**src/pkg/wkt_pkg.sv**
```systemverilog
`default_nettype none
package wkt_pkg;
    // Printed offsets are not all multiples of four, so they are register indices.
    localparam logic [7:0] IDX_CONTROL = 8'h23;
    localparam logic [7:0] IDX_RELOAD_HIGH = 8'h24;
    localparam logic [7:0] IDX_RELOAD_LOW = 8'h25;
    localparam logic [7:0] IDX_COUNT_HIGH = 8'h26;
    localparam logic [7:0] IDX_COUNT_LOW = 8'h27;
    localparam logic [7:0] IDX_IRQ_STATUS = 8'h28;
    localparam logic [7:0] IDX_IRQ_MASK = 8'h29;
    localparam logic [7:0] IDX_POWER_STATUS = 8'h2A;
    localparam int ADDR_LSB = 2;
    localparam int ADDR_W = 12;

    localparam int CTL_RUNNING = 7;
    localparam int CTL_RUN_CHANGE = 6;
    localparam int CTL_TRIM = 5;
    localparam int CTL_CARD = 4;
    localparam int CTL_RELOAD = 3;
    localparam int CTL_WAKE = 2;
    localparam int CTL_DIV_HI = 1;

    localparam logic [1:0] DIV_NONE = 2'h0;
    localparam logic [1:0] DIV_8 = 2'h1;
    localparam logic [1:0] DIV_16 = 2'h2;
    localparam logic [4:0] DIV8_LAST = 5'h07;
    localparam logic [4:0] DIV16_LAST = 5'h0F;
    localparam logic [4:0] DIV32_LAST = 5'h1F;

    // Interrupt status bits: underflow, card found, no card.
    localparam int IRQ_W = 3;
    localparam int IRQ_UNDERFLOW = 0;
    localparam int IRQ_CARD = 1;
    localparam int IRQ_NOCARD = 2;

    localparam logic [15:0] COUNT_ZERO = 16'h0000;
    localparam logic [15:0] COUNT_ONE = 16'h0001;
    localparam logic [7:0] BYTE_ZERO = 8'h00;
    localparam logic [5:0] CTL_RESET = 6'h00;
    localparam logic [31:0] RDATA_ZERO = 32'h0000_0000;
endpackage : wkt_pkg
`default_nettype wire

```
**src/hdl/wkt_wakeup_timer.sv**
```systemverilog
// Notes on behaviour
// - Control bit 7 shows whether the timer is counting; readable any time.
// - Software changes running only by a control write that also sets bit 6.
// - Bit 5 set: each underflow launches oscillator trimming.
// - Bit 4 set: underflow starts card detection; found card raises interrupt.
// - No card found: return to power-down if return is enabled.
// - With card detection, reload and continue at underflow with no gap.
// - The field-on probe interval is timed by the third timer.
// - Bit 3 set reloads at zero and continues; clear stops at zero unless bit 4 is set.
// - Every underflow sets the wake-up interrupt flag.
// - Bit 2 set wakes the device from power-down on underflow.
// - Bits 1:0 pick oscillator tick undivided, /8, /16 or /32.
// - Each start loads the counter from the 16-bit reload value.
// - Reload writes do not disturb a running count; next start applies.
// - Live counter readable as read-only high and low bytes.
// - Control 23h, reload 24h/25h, count 26h/27h, eight bits each.
//
// Our own choice: register access over APB.
`timescale 1ns/1ps
`default_nettype none
module wkt_wakeup_timer
    import wkt_pkg::*;
(
    input wire logic pclk,
    input wire logic presetn,
    input wire logic psel,
    input wire logic penable,
    input wire logic pwrite,
    input wire logic [ADDR_W-1:0] paddr,
    input wire logic [31:0] pwdata,
    input wire logic [3:0] pstrb,
    output logic [31:0] prdata,
    output logic pready,
    output logic pslverr,
    input wire logic low_freq_oscillator,
    input wire logic card_detect_done,
    input wire logic card_detect_found,
    output logic wakeup_underflow_irq,
    output logic osc_trim_start,
    output logic card_detect_start,
    output logic wake_request,
    output logic power_down_request,
    output logic irq
);
    // -------------------------------------------------------------------
    // State
    // -------------------------------------------------------------------
    typedef struct packed {
        logic osc_s1;
        logic osc_s2;
        logic osc_prev;
        logic done_s1;
        logic done_s2;
        logic found_s1;
        logic found_s2;
        logic done_prev;
        logic [4:0] div_cnt;
        logic wakeup_running_flag;
        logic auto_osc_trim_enable;
        logic auto_card_detect_enable;
        logic auto_reload_enable;
        logic auto_wake_enable;
        logic [1:0] tick_divider_select;
        logic [7:0] reload_high;
        logic [7:0] reload_low;
        logic [15:0] count;
        logic [IRQ_W-1:0] irq_status;
        logic [IRQ_W-1:0] irq_mask;
        logic card_busy;
        logic osc_trim_start;
        logic card_detect_start;
        logic wake_request;
        logic power_down_request;
        logic irq;
        logic [31:0] prdata;
        logic pready;
    } wkt_state_t;

    wkt_state_t st_r;
    wkt_state_t st_nxt;

    logic [7:0] reg_idx;
    logic osc_rise;
    logic tick;
    logic underflow;
    logic wr_en;
    logic rd_en;
    logic [IRQ_W-1:0] irq_set;
    logic [4:0] div_last;
    logic [15:0] reload_value;

    assign reg_idx = paddr[ADDR_LSB +: 8];
    // Writes land at the access edge, when pready is seen high. Reads are
    // taken in the setup cycle so that the registered data stands through
    // the access cycle; the master takes it at the edge that ends the access.
    assign wr_en = psel && penable && pwrite && st_r.pready;
    assign rd_en = psel && !penable && !pwrite;
    assign reload_value = {st_r.reload_high, st_r.reload_low};

    // -------------------------------------------------------------------
    // Next state
    // -------------------------------------------------------------------
    always_comb begin
        st_nxt = st_r;
        // Oscillator and detector status arrive asynchronously.
        st_nxt.osc_s1 = low_freq_oscillator;
        st_nxt.osc_s2 = st_r.osc_s1;
        st_nxt.osc_prev = st_r.osc_s2;
        st_nxt.done_s1 = card_detect_done;
        st_nxt.done_s2 = st_r.done_s1;
        st_nxt.found_s1 = card_detect_found;
        st_nxt.found_s2 = st_r.found_s1;
        st_nxt.done_prev = st_r.done_s2;
        osc_rise = st_r.osc_s2 && !st_r.osc_prev;

        unique case (st_r.tick_divider_select)
            DIV_NONE: div_last = 5'h00;
            DIV_8: div_last = DIV8_LAST;
            DIV_16: div_last = DIV16_LAST;
            default: div_last = DIV32_LAST;
        endcase
        // A count at or above the last value wraps at once, so a divider change
        // made while counting never strands the prescaler.
        tick = 1'b0;
        if (osc_rise) begin
            if (st_r.div_cnt >= div_last) begin
                st_nxt.div_cnt = 5'h00;
                tick = 1'b1;
            end else begin
                st_nxt.div_cnt = st_r.div_cnt + 5'h01;
            end
        end

        // Counting; the step from zero is the underflow.
        underflow = 1'b0;
        if (st_r.wakeup_running_flag && tick) begin
            if (st_r.count == COUNT_ZERO) begin
                underflow = 1'b1;
                // Card detection forces continuous reload with no gap.
                if (st_r.auto_reload_enable || st_r.auto_card_detect_enable) begin
                    st_nxt.count = reload_value;
                end else begin
                    st_nxt.wakeup_running_flag = 1'b0;
                end
            end else begin
                st_nxt.count = st_r.count - COUNT_ONE;
            end
        end

        st_nxt.osc_trim_start = underflow && st_r.auto_osc_trim_enable;
        // The probe interval itself is timed by the third timer outside.
        st_nxt.card_detect_start = underflow && st_r.auto_card_detect_enable;
        st_nxt.wake_request = underflow && st_r.auto_wake_enable;
        st_nxt.power_down_request = 1'b0;
        irq_set = '0;
        irq_set[IRQ_UNDERFLOW] = underflow;
        if (st_r.card_busy && st_r.done_s2 && !st_r.done_prev) begin
            st_nxt.card_busy = 1'b0;
            irq_set[IRQ_CARD] = st_r.found_s2;
            irq_set[IRQ_NOCARD] = !st_r.found_s2;
            // Return to power-down only when auto-wake is enabled.
            st_nxt.power_down_request = !st_r.found_s2 && st_r.auto_wake_enable;
        end
        // A round that starts as the previous one ends must not be lost, so the
        // start is applied after the end.
        if (underflow && st_r.auto_card_detect_enable) begin
            st_nxt.card_busy = 1'b1;
        end

        // Register writes.
        if (wr_en && pstrb[0]) begin
            unique case (reg_idx)
                IDX_CONTROL: begin
                    st_nxt.auto_osc_trim_enable = pwdata[CTL_TRIM];
                    st_nxt.auto_card_detect_enable = pwdata[CTL_CARD];
                    st_nxt.auto_reload_enable = pwdata[CTL_RELOAD];
                    st_nxt.auto_wake_enable = pwdata[CTL_WAKE];
                    st_nxt.tick_divider_select = pwdata[CTL_DIV_HI:0];
                    if (pwdata[CTL_RUN_CHANGE]) begin
                        st_nxt.wakeup_running_flag = pwdata[CTL_RUNNING];
                        if (pwdata[CTL_RUNNING]) begin
                            st_nxt.count = reload_value;
                            st_nxt.div_cnt = 5'h00;
                        end
                    end
                end
                IDX_RELOAD_HIGH: st_nxt.reload_high = pwdata[7:0];
                IDX_RELOAD_LOW: st_nxt.reload_low = pwdata[7:0];
                IDX_IRQ_MASK: st_nxt.irq_mask = pwdata[IRQ_W-1:0];
                default: ;
            endcase
        end

        // Read data and read-to-clear act at the setup edge, together, so a status
        // bit raised between setup and access is kept for the next read. A set in
        // the same cycle as the clear wins.
        st_nxt.prdata = RDATA_ZERO;
        st_nxt.pready = psel && !penable;
        if (rd_en) begin
            unique case (reg_idx)
                IDX_CONTROL: st_nxt.prdata[7:0] = {st_r.wakeup_running_flag, 1'b0,
                    st_r.auto_osc_trim_enable, st_r.auto_card_detect_enable,
                    st_r.auto_reload_enable, st_r.auto_wake_enable,
                    st_r.tick_divider_select};
                IDX_RELOAD_HIGH: st_nxt.prdata[7:0] = st_r.reload_high;
                IDX_RELOAD_LOW: st_nxt.prdata[7:0] = st_r.reload_low;
                IDX_COUNT_HIGH: st_nxt.prdata[7:0] = st_r.count[15:8];
                IDX_COUNT_LOW: st_nxt.prdata[7:0] = st_r.count[7:0];
                IDX_IRQ_STATUS: begin
                    st_nxt.prdata[IRQ_W-1:0] = st_r.irq_status;
                    st_nxt.irq_status = '0;
                end
                IDX_IRQ_MASK: st_nxt.prdata[IRQ_W-1:0] = st_r.irq_mask;
                IDX_POWER_STATUS: st_nxt.prdata[0] = st_r.card_busy;
                default: ;
            endcase
        end
        st_nxt.irq_status = st_nxt.irq_status | irq_set;
        // The new mask counts at once, so a masking write silences irq at once.
        st_nxt.irq = |(st_nxt.irq_status & st_nxt.irq_mask);
    end

    // -------------------------------------------------------------------
    // Registers
    // -------------------------------------------------------------------
    always_ff @(posedge pclk or negedge presetn) begin
        if (!presetn) begin
            st_r <= '0;
        end else begin
            st_r <= st_nxt;
        end
    end

    assign prdata = st_r.prdata;
    assign pready = st_r.pready;
    assign pslverr = 1'b0;
    assign wakeup_underflow_irq = st_r.irq_status[IRQ_UNDERFLOW];
    assign osc_trim_start = st_r.osc_trim_start;
    assign card_detect_start = st_r.card_detect_start;
    assign wake_request = st_r.wake_request;
    assign power_down_request = st_r.power_down_request;
    assign irq = st_r.irq;
endmodule : wkt_wakeup_timer
`default_nettype wire

```
**config.mk**
```make
export PLATFORM = sky130hd
export DESIGN_NAME = wkt_wakeup_timer
export DESIGN_NICKNAME = d
export VERILOG_FILES = /design/src/pkg/wkt_pkg.sv /design/src/hdl/wkt_wakeup_timer.sv
export SDC_FILE = /design/constraint.sdc
export NUM_CORES = 1
export LEC_CHECK = 0
export BUFFER_PORTS_ARGS = -buffer_cell sky130_fd_sc_hd__buf_2
export CORE_ASPECT_RATIO = 0.8
export CORE_MARGIN = 5
export CORE_UTILIZATION = 58
export CTS_CLUSTER_DIAMETER = 100
export CTS_CLUSTER_SIZE = 30
export DETAILED_ROUTE_END_ITERATION = 8
export PLACE_DENSITY = 0.85
export SLEW_MARGIN = 20
export SYNTH_ARGS = -nofsm -noshare
export SYNTH_HDL_FRONTEND = slang
export SYNTH_SLANG_ARGS = --single-unit
```
**constraint.sdc**
```tcl
create_clock -name pclk -period 4 [get_ports pclk]
set_input_delay 0.2 -clock pclk [delete_from_list [all_inputs] [get_ports pclk]]
set_output_delay 0.2 -clock pclk [all_outputs]
set_load 0.01 [all_outputs]
```
# After elaboration in Yosys (flattened, before gate mapping)
# Index checks and enable logic that the tools add are counted.
[word_totals]
register_bits = 73
latchBits = 0
ramBits = 0
romBits = 0
in_bits = 56
out_inout_bits = 40
wordCells = 104
memories = 0
[op_classes]
addsub = 2
n_mul = 0
div = 0
n_lt_le_gt_ge = 1
n_eq_ne = 10
shift = 0
mux = 34
n_bitwise = 2
reduce_logical = 27
[op_table]
columns = ["cell", "count"]
rows = [
  ["$mux 16", 6],
  ["$eq 8x6->1 const B", 8],
  ["$mux 44", 1],
  ["$pmux 5 s5", 1],
  ["$mux 8", 3],
  ["$logic_not 16->1", 1],
  ["$sub 16x1->16 const B", 1],
  ["$mux 5", 3],
  ["$pmux 5 s3", 1],
  ["$logic_and 1x1->1", 14],
  ["$pmux 2 s7", 1],
  ["$mux 12", 1],
  ["$mux 3", 4],
  ["$mux 1", 10],
  ["$pmux 1 s8", 1],
  ["$mux 6", 1],
  ["$reduce_and 2->1", 3],
  ["$add 5x1->5 const B", 1],
  ["$ge 5x5->1", 1],
  ["$logic_not 1->1", 5],
  ["$and 3x3->3", 1],
  ["$or 3x3->3", 1],
  ["$reduce_or 3->1", 1],
  ["$eq 2x1->1 const B", 1],
  ["other kinds (5)", 5],
]

# Logic depth before layout (Yosys ltp)
# Gate-level depths: netlist of the first run.
[depth]
depth_word = 11
ltp_mapped = 11
depth_no_buf = 9

# Least setup slack after synthesis of the first run
# No wires, ideal clock.
[synth_path]
path_kind = "register to register"
startpoint = "reg st_r[78] (netlist name)"
endpoint = "reg st_r[38] (netlist name)"
setup_time_ps = 118
arrival_time_ps = 2422
t_required_ps = 3882
setup_slack_ps = 1460
stages_incl_launch_ff = 12
n_path_buf = 2
period_less_slack_ps = 2540
cell_sequence = "dfrtp_1 nor2_1 inv_1 ha_1 nand2b_1 a221oi_1 o22a_1 clkbuf_1 buf_1 nor2_1 and2_1 a21o_1"
[synth_lines]
columns = ["item", "line", "source"]
rows = [
  ["start, declared", "wkt_wakeup_timer.sv:79", "wkt_state_t st_r;"],
  ["start signal, assigned", "wkt_wakeup_timer.sv:230", "st_r <= st_nxt;"],
]

==> results of run 1 <==
==> power breakdown <==
group,total [W],switching (W),internal [W]
logic,0.000158,0.0000925,0.0000658
registers,0.000806,0.0000371,0.000769
clock network,0.000706,0.000289,0.000417
total,0.00167,0.000419,0.00125
==> kinds of logic (layout without fill, tap and decap cells) <==
kind of cell / after synthesis / count (layout) / synth area share [%]
xor gates and xnor gates: 4 / 4 / 0.856
other: 1 / 25 / 0.0916
AOI/OAI and AO/OA: 79 / 79 / 13.5
muxes: 36 / 36 / 11.7
adders and majority gates: 6 / 6 / 1.83
DFF: 73 / 73 / 44.6
buffers and inverters: 57 / 72 / 8.65
and+or+nand+nor: 125 / 125 / 18.8
==> per-stage QoR <==
stage | utilization, % | setup WS, ns | power, W | instances
final | 65.1 | 0.989 | 0.00167 | 507
after global routing | 65.1 | 0.801 | 0.00174 | 507
after CTS | 64.9 | 1.08 | 0.00167 | 506
after detailed placement | 60.9 | 1.12 | 0.000973 | 487
after global placement | 60.9 | 1.19 | 0.000961 | 487
after floorplan | - | 1.46 | 0.000930 | 405
==> synth_stat cells (4+ instances only) <==
master	n	area (um2)
mux4_2	7	158
a21oi_1	12	60.1
clkbuf_1	11	41.3
or4_1	4	30.0
o22ai_1	4	25.0
inv_1	9	33.8
a22oi_1	7	52.6
nand2_1	28	105
o21ai_0	15	75.1
ha_1	6	75.1
and3_1	5	31.3
buf_4	33	248
and2_1	4	25.0
nor3_4	4	65.1
nor2_1	29	109
o31ai_1	6	45.0
mux2_2	24	270
nand4_1	6	37.5
mux2i_1	5	50.1
nor2b_1	6	37.5
nor3_1	9	45.0
dfrtp_1	73	1830
nand2b_1	6	37.5
==> worst paths after layout <==
kind / start / endpoint / slack (ns) / cells after the start
min in group asynchronous: presetn / reload_value[13] / 0.37 / 2
setup reg to reg: st_r[78] / st_r[59] / 0.99 / 10
hold / removal: penable / pready / 0.03 / 2
hold reg to reg: st_nxt[95] / st_nxt[94] / 0.35 / 0
max in group asynchronous: presetn / st_r[41] / 2.84 / 3
setup / recovery: st_r[78] / st_r[59] / 0.99 / 10
==> area by class of cell <==
class / instances / area, um2
clock inverters: 6 / 114
well taps: 87 / 109
clock buffers: 10 / 128
flip-flops and latches: 73 / 1830
repair buffers: 47 / 268
multi-input cells: 275 / 2000
fillers: 539 / 2410
inverters: 9 / 33.8
==> what timing repair did <==
| item | in CTS | in global routing |
|---|---|---|
| endpoints found under the setup margin | 0 | 0 |
| endpoints found under the hold margin | 3 | 43 |
| hold buffers | 3 | 1 |
==> registers in the layout, summed over array words and instances, names as in the netlist, 5 cells and up <==
name / flops
st_nxt: 5
prdata: 8
reload_value: 16
st_r: 37
==> metal layers <==
layer  up-vias  routed length [um]
met5         -                   0
met4         0                 127
met3        16                 854
met2       177                4760
met1      1551                4460
li1       1410                   -
==> metrics.md, run 1 <==
| Metric | Value |
|---|---|
| Via count | `between 3,000 and 4,000` |
| Worst Tran Pin Value | `0.803 ns` |
| Antenna Nets Post-Route | `0` |
| Rows | `27` |
| CTS Buffer Depth | `2` |
| Core Footprint | `6890 um2` |
| Met1 usage in global routing | `33.1%` |
| CP max-delay cell | `o22a_1` |
| PortBufs | `39` |
| Fmax | `332 MHz` |
| Unrepaired setup endpoints after global routing | `no` |
| Clock Latency Late Sink | `0.36 ns` |
| CTS buffer count | `9` |
| Syn. warnings | `0` |
| Status | `finished clean` |
| Met3 Track Usage GR | `6.54%` |
| Syn Area/Cell | `between 10 and 15 um2` |
| Initial antenna violation count | `0` |
| Final Setup Violations | `0` |
| Area grow syn2layout | `9.47%` |
| Fin. max-slew vios | `0` |
| Setup TNS | `0 ns` |
| Syn Inst Count | `381` |
| Gr ovfl total | `0` |
| Total Routed Length | `between 10,000 and 15,000 um` |
| Root cell of the clock tree | `clkbuf_8` |
| Crit Path Category | `reg -> reg` |
| # resized after CTS | `0` |
| Vias per cell | `just over 6` |
| Hold slack final | `approximately 0.027 ns` |
| Final net count | `477` |
| DRC viols | `0` |
| Pre-antenna DRT Iters | `6` |
| Die ar. | `8850 um2` |
| Worst path bufs/invs | `2` |
| Maximum VDD drop | `0.180 mV` |
| Worst Setup Start Kind | `flip-flop` |
| Initial Util | `59.4%` |
| Worst slew margin | `about 46%` |
| Mapped Area | `4100 um2` |
| Vias in the first global route | `3,110` |
| H-Tree Depth | `3` |
| Final Instance Area | `4480 um2` |
| Top FF cell, synth | `dfrtp_1` |
| Horiz. Die Dim | `~100 um` |
| Critical Path RT | `4.20 ns` |
| DRT iter0 DRCs | `approximately 340` |
| Largest net degree at the start of global routing | `45` |
| Leak | `2.09 nW` |
| Met2 usage | `35.7%` |
| Fin. Hold Viols | `0` |
| Layer with the highest usage | `met2` |
| CP delay by family, top | `compound AO/OA/AOI/OAI gates` |
| Post-synthesis register bit count | `73` |
| Worst min path class | `in -> reg` |
| Worst endpoint data arrival time | `3.21 ns` |
| GP Congestion | `roughly 0.96` |
| Setup Skew | `0.0156 ns` |
| Wire length per cell | `20.1 um` |
| DP Wirelength | `around 7200 um` |
| Tcrit/Tclk final | `75.3%` |
| Post-synth EDFFs | `0` |
| Die Ht | `85.2 um` |
| Antenna cell count | `0` |
| Num ports | `96` |
| Post-route minimum period | `3.01 ns` |
| Most frequent cells in the layout | `dfrtp_1 (73), buf_2 (38), nor2_1 (29)` |
| PD cells | `373 nW/um2` |
| GR Util All Layers | `23.4%` |
| Worst-path clk slew | `roughly 0.080 ns` |
| Most common cell after layout, fill and taps aside | `dfrtp_1` |
| Layout cell share with drive strength beyond 1 | `between 20% and 30%` |
| Ys async rst share | `100%` |
| TritonCTS clock tree | `built` |
| Synth cell types | `64` |
| Register area share after synthesis | `roughly 45%` |
| First-pass GRT wire length | `around 16,000 um` |
| Crit-path cells | `nor2_1, inv_1, ha_1, nand2b_1, a221oi_1, o22a_1, buf_4, nor3_1, mux2i_1, o22ai_1` |
| Post CTS Setup Buffer Count | `0` |
| Highest fanout seen on the critical path | `17` |
| Post-DP Area | `4200 um2` |
| Crit end category | `flip-flop` |
| Max-capacitance violation count | `0` |
| CTS Sinks | `73` |
| CP max stage delay | `0.66 ns` |
No activity file was read; power rests on OpenSTA's default activity.
==> run 2: changes to the inputs <==
- CORE_UTILIZATION: 58 -> 54
- PLACE_DENSITY: 0.85 -> 0.8
- clock period: 4 -> 2.9 ns (I/O delays scaled with it)
==> metrics.md, run 2 (synthesized netlist as in run 1, its figures left out) <==
| Metric | Value |
|---|---|
| Antenna cell count | `0 (unchanged)` |
| Initial Util | `55.4% (-4.0 points)` |
| Max-capacitance violation count | `0 (unchanged)` |
| DRT iter0 DRCs | `285 (-17%)` |
| Worst min path class | `in -> reg` |
| Setup TNS | `0 ns (unchanged)` |
| DP Wirelength | `7670 um (+6.1%)` |
| Worst Setup Start Kind | `flip-flop` |
| Area grow syn2layout | `11.4%` |
| Tcrit/Tclk final | `85.7% (+10 points)` |
| CP delay by family, top | `compound AO/OA/AOI/OAI gates` |
| Fin. max-slew vios | `0 (unchanged)` |
| Reg2reg end | `st_r[49]` |
| Num ports | `96 (unchanged)` |
| Most used cell, CP | `nor2_1` |
| Max reg flops | `37 (unchanged)` |
| Worst Reg-to-Reg Cells | `10 (unchanged)` |
| Layout cell share with drive strength beyond 1 | `26.7% (+1.9 points)` |
| DRC viols | `0 (unchanged)` |
| Worst Tran Pin Value | `0.641 ns (-0.162 ns)` |
| First-pass GRT wire length | `16,500 um (+0.76%)` |
| Worst path bufs/invs | `2 (unchanged)` |
| Core Footprint | `7390 um2 (+7.3%)` |
| PD cells | `470 nW/um2 (+26%)` |
| Most common cell after layout, fill and taps aside | `dfrtp_1` |
| Initial antenna violation count | `0 (unchanged)` |
| Vias per cell | `6.02 (-3.2%)` |
| Unrepaired setup endpoints after global routing | `no` |
| CTS buffer count | `9 (unchanged)` |
| Pre-antenna DRT Iters | `5 (-1)` |
| Largest net degree at the start of global routing | `30 (-33%)` |
| Highest fanout seen on the critical path | `26 (+9)` |
| Final net count | `488 (+2.3%)` |
| H-Tree Depth | `3 (unchanged)` |
| Die ar. | `9440 um2 (+6.6%)` |
| Post-route minimum period | `2.48 ns (-0.526 ns)` |
| Total chip power | `0.00214 W (+28%)` |
| Rows | `28 (+3.7%)` |
| Via count | `3,227 (+2.3%)` |
| Worst-path clk slew | `0.08 ns (about the same)` |
| WHS Path Cells | `2 (unchanged)` |
| CP max stage delay | `0.45 ns (-0.21 ns)` |
| Root cell of the clock tree | `clkbuf_8` |
| Clock Latency Late Sink | `0.35 ns (about the same)` |
| Maximum VDD drop | `0.333 mV (+85%)` |
| CTS Buffer Depth | `2 (unchanged)` |
| GR Util All Layers | `23.0% (-0.37 points)` |
| Critical Path RT | `3.16 ns (-1.04 ns)` |
| Horiz. Die Dim | `107 um (+3.3%)` |
| Status | `finished clean` |
| GP Congestion | `0.957 (-0.15%)` |
| Final Setup Violations | `0 (unchanged)` |
| Fin. Hold Viols | `0 (unchanged)` |
| Leak | `2.14 nW (+2.3%)` |
| Worst slew margin | `57.3% (+11 points)` |
| Most frequent cells in the layout | `dfrtp_1 (73), buf_2 (39), nor2_1 (29)` |
| Setup Skew | `0.00882 ns (-0.00677 ns)` |
| Worst endpoint data arrival time | `2.75 ns (-0.46 ns)` |
| Vias in the first global route | `3,247 (+4.4%)` |
| Fmax | `402 MHz (+21%)` |
| Die Ht | `87.9 um (+3.2%)` |
| Crit-path cells | `nor2_1, inv_1, ha_1, nand2b_1, a221oi_1, o22a_1, buf_12, o31a_1, nor2_1, a31oi_1` |
| Total Routed Length | `10,400 um (+2.2%)` |
| Crit Path Category | `reg -> reg` |
| Min-delay src | `pwdata[3]` |
| Largest register by flop count | `st_r` |
| CP max-delay cell | `dfrtp_1` |
| Crit end category | `flip-flop` |
| CTS Sinks | `73 (unchanged)` |
| Gr ovfl total | `0 (unchanged)` |
| Wire length per cell | `19.5 um (-3.3%)` |
| Reg2Reg Setup Slack | `0.42 ns (-0.57 ns)` |
| Crit Reg-Reg Startpoint | `st_r[78]` |
| TritonCTS clock tree | `built` |
| Worst Hold End | `reload_value[11]` |
| PortBufs | `39 (unchanged)` |
| Antenna Nets Post-Route | `0 (unchanged)` |
run 2: what timing repair did:
item | CTS | global route
buffers inserted | 0 | 0
hold buffers | 5 | 0
hold endpoints to repair | 31 | 0
resized for setup | 0 | 0
run 2: worst reg2reg max path, cell delays in order (launching register included):
cell      delay [ns]
dfrtp_1         0.45
nor2_1          0.17
inv_1           0.06
ha_1            0.25
nand2b_1        0.14
a221oi_1        0.30
o22a_1          0.23
buf_12          0.19
o31a_1          0.38
nor2_1          0.08
a31oi_1         0.15
run 2: worst max-delay path by stage:
| stage | start | end | slack [ns] | depth (start not counted) |
|---|---|---|---|---|
| 6_report | st_r[78] | st_r[49] | 0.42 | 10 |
| 5_1_grt | st_r[78] | st_r[49] | 0.23 | 10 |
| 4_1_cts | st_r[78] | st_r[49] | 0.43 | 10 |
| 3_5_place_dp | st_r[78] | st_r[49] | 0.46 | 10 |
| 3_3_place_gp | st_r[78] | st_r[49] | 0.48 | 10 |
| 2_1_floorplan | st_r[78] | st_r[38] | 0.36 | 11 |
run 2: layer usage:
| metal | share of wire [%] | vias up | GRT usage, % |
|---|---|---|---|
| met3 | 10 | 27 | 7.89 |
| met5 | 0 | - | 0 |
| met1 | 42 | 1588 | 30.8 |
| met2 | 46 | 177 | 35.3 |
| li1 | - | 1435 | - |
| met4 | 2.3 | 0 | 8.37 |
run 2: through the flow:
step	hold slack, ns	cell area, um2	worst slack, ns	std cells	utilization, %
after floorplan	-0.151	4190	0.360	405	-
after global placement	0.193	4310	0.477	515	58.3
after detailed placement	0.198	4310	0.456	515	58.3
after CTS	0.0488	4560	0.429	536	61.7
after global routing	0.0584	4560	0.231	536	61.7
final	0.0557	4560	0.415	536	61.7
run 2: cell type report:
| cell class | instances | area (um2) |
|---|---|---|
| fill | 595 | 2830 |
| multi-input combinational | 275 | 2000 |
| sequential | 73 | 1830 |
| timing repair buffer | 58 | 363 |
| clock buffer | 10 | 138 |
| tap | 105 | 131 |
| clock inverter | 6 | 65.1 |
| inverter | 9 | 33.8 |
run 2: where the power goes:
part           total, W  switching [W]  internal [W]
clock network  0.000813       0.000391      0.000422
registers       0.00111      0.0000483       0.00106
logic          0.000222       0.000130     0.0000923
==> run 3: changes to the inputs <==
- BUFFER_PORTS_ARGS: -buffer_cell sky130_fd_sc_hd__buf_2 -> -buffer_cell sky130_fd_sc_hd__buf_4
- CELL_PAD_IN_SITES_DETAIL_PLACEMENT: default -> 0
- CELL_PAD_IN_SITES_GLOBAL_PLACEMENT: default -> 2
- CORE_UTILIZATION: 54 -> 31
- PLACE_DENSITY: 0.8 -> default
- PLACE_DENSITY_LB_ADDON: default -> 0.1
- clock period: 2.9 -> 2.1 ns (I/O delays scaled with it)
==> metrics.md, run 3 (synthesized netlist as in run 1, its figures left out) <==
| Metric | Value |
|---|---|
| CTS Buffer Depth | `2 (unchanged)` |
| Most frequent cells in the layout | `buf_4 (109), dfrtp_1 (73), nand2_1 (28)` |
| Initial antenna violation count | `0 (unchanged)` |
| Die Ht | `113 um (+28%)` |
| Footprint of the multi-input gates | `2270 um2 (+13%)` |
| Largest register by flop count | `st_r` |
| CP max-delay cell | `dfrtp_1` |
| Number of fill cells | `1,252 (+110%)` |
| Final net count | `560 (+15%)` |
| Vias per cell | `4.92 (-18%)` |
| Total chip power | `0.00353 W (+64%)` |
| CP delay by family, top | `compound AO/OA/AOI/OAI gates` |
| Setup Skew | `0.00570 ns (-0.00312 ns)` |
| Vias in the first global route | `3,398 (+4.7%)` |
| Core Footprint | `12,900 um2 (+75%)` |
| Wire length per cell | `18.8 um (-3.3%)` |
| Rows | `37 (+32%)` |
| GP Congestion | `0.858 (-10%)` |
| CTS Sinks | `73 (unchanged)` |
| PD cells | `613 nW/um2 (+31%)` |
| Critical Path RT | `2.32 ns (-0.84 ns)` |
| Antenna cell count | `0 (unchanged)` |
| Post-DP Area | `5020 um2 (+16%)` |
| Layout cell share with drive strength beyond 1 | `45.1% (+18 points)` |
| Worst path bufs/invs | `2 (unchanged)` |
| Failing checks | `setup timing` |
| Fin. max-slew vios | `0 (unchanged)` |
| Crit-path cells | `nand2_1, ha_1, and4b_1, o211ai_1, o22a_1, buf_12, o31a_1, buf_6, o211a_1` |
| Tcrit/Tclk final | `109% (+23 points)` |
| Status | `finished with violations` |
| Cells after DPL | `646 (+25%)` |
| Post-layout util | `44.5% (-17 points)` |
| Crit end category | `flip-flop` |
| First-pass GRT wire length | `20,300 um (+23%)` |
| Worst min path class | `in -> reg` |
| Highest fanout seen on the critical path | `7 (-73%)` |
| Clock Latency Late Sink | `0.33 ns (-0.02 ns)` |
| Final Instance Area | `5750 um2 (+26%)` |
| Max-capacitance violation count | `0 (unchanged)` |
| Crit Path Category | `reg -> reg` |
| Largest net degree at the start of global routing | `32 (+6.7%)` |
| Worst Setup Start Kind | `flip-flop` |
| Final Setup Violations | `18 (+18)` |
| Max reg flops | `37 (unchanged)` |
| Leak | `2.68 nW (+25%)` |
| Fmax | `437 MHz (+8.6%)` |
| H-Tree Depth | `3 (unchanged)` |
| Worst-path clk slew | `0.06 ns (-0.02 ns)` |
| Post-route minimum period | `2.29 ns (-0.196 ns)` |
| TritonCTS clock tree | `built` |
| Total Routed Length | `12,800 um (+22%)` |
| Horiz. Die Dim | `139 um (+29%)` |
| CP max stage delay | `0.41 ns (-0.04 ns)` |
| DP Wirelength | `9670 um (+26%)` |
| Worst endpoint data arrival time | `2.51 ns (-0.24 ns)` |
| Root cell of the clock tree | `clkbuf_16` |
| Maximum VDD drop | `0.359 mV (+7.8%)` |
| Storage cell area | `1830 um2 (unchanged)` |
| Unrepaired setup endpoints after global routing | `yes` |
| Fin. Hold Viols | `0 (unchanged)` |
| Most common cell after layout, fill and taps aside | `buf_4` |
| Layout Cells excl Fill | `678 (+26%)` |
| Initial Util | `31.7% (-24 points)` |
| Setup TNS | `-1.52 ns (-1.52 ns)` |
| DRT iter0 DRCs | `237 (-17%)` |
| CTS buffer count | `9 (unchanged)` |
| Num ports | `96 (unchanged)` |
| GR Util All Layers | `16.7% (-6.4 points)` |
| Final worst slack | `-0.188 ns (-0.604 ns)` |
| DRC viols | `0 (unchanged)` |
| PortBufs | `39 (unchanged)` |
| Gr ovfl total | `0 (unchanged)` |
| Pre-antenna DRT Iters | `4 (-1)` |
| Via count | `3,334 (+3.3%)` |
| Area grow syn2layout | `40.3%` |
| Die ar. | `15,600 um2 (+66%)` |
| Antenna Nets Post-Route | `0 (unchanged)` |
## run 3: changes by cell type in the layout (fill, tap and decap cells not counted), sizes merged
cell	change
clkbuf	-1
buf	+72
clkinv	+1
## run 3: repair_timing
item                                   in CTS  in global routing
resized for setup                          33                 33
cloned                                      0                  0
pin swaps                                  25                 27
setup endpoints to repair                  19                 23
buffers inserted                            5                  7
hold buffers                                5                  0
endpoints found under the hold margin      33                  0
## run 3: worst paths after layout
kind                             from              end  slack [ns]  depth (start not counted)
max reg2reg                  st_r[77]         st_r[56]       -0.19                          9
min reg2reg                st_nxt[90]         st_r[90]        0.35                          0
max in group asynchronous     presetn         st_r[85]        1.26                          3
max                          st_r[77]         st_r[56]       -0.19                          9
min in group asynchronous     presetn        prdata[6]        0.27                          2
min                         pwdata[4]  reload_value[4]        0.03                          2
## run 3: power breakdown
group,internal (W),switching (W),leakage (nW)
clock,0.000919,0.000619,0.146
sequential,0.00147,0.0000698,0.939
combinational,0.000230,0.000220,1.60
total,0.00262,0.000909,2.68
## run 3: final cells by class
| class | count | area share (%) |
|---|---|---|
| Tap cell | 175 | 3.81 |
| Timing Repair Buffer | 130 | 19.2 |
| Multi-Input combinational cell | 275 | 39.5 |
| Clock inverter | 7 | 1.22 |
| Clock buffer | 9 | 3.92 |
| Inverter | 9 | 0.588 |
| Sequential cell | 73 | 31.8 |
## run 3: worst reg2reg max path: cells and delay by family, from the launching register on
kind | cells | cell delay [ns]
compound gates | 4 | 0.89
simple gates | 2 | 0.27
fa+ha+maj | 1 | 0.29
buf+inv | 2 | 0.32
flops | 1 | 0.41
## run 3: through the flow
stage | hold slack (ns) | setup WS, ns
final | 0.0253 | -0.188
after detailed placement | 0.0886 | -0.173
after CTS | 0.0151 | -0.167
after global routing | 0.0143 | -0.254
after floorplan | -0.191 | -0.0658
after global placement | 0.0823 | -0.183
## run 3: layer usage
layer  track usage, %  up-vias  wire length (um)
met5                0        -                 0
met4             4.28        0               169
met3             3.63       12               630
met2             23.3       88              5330
met1             25.8     1656              6630
li1                 -     1578                 -
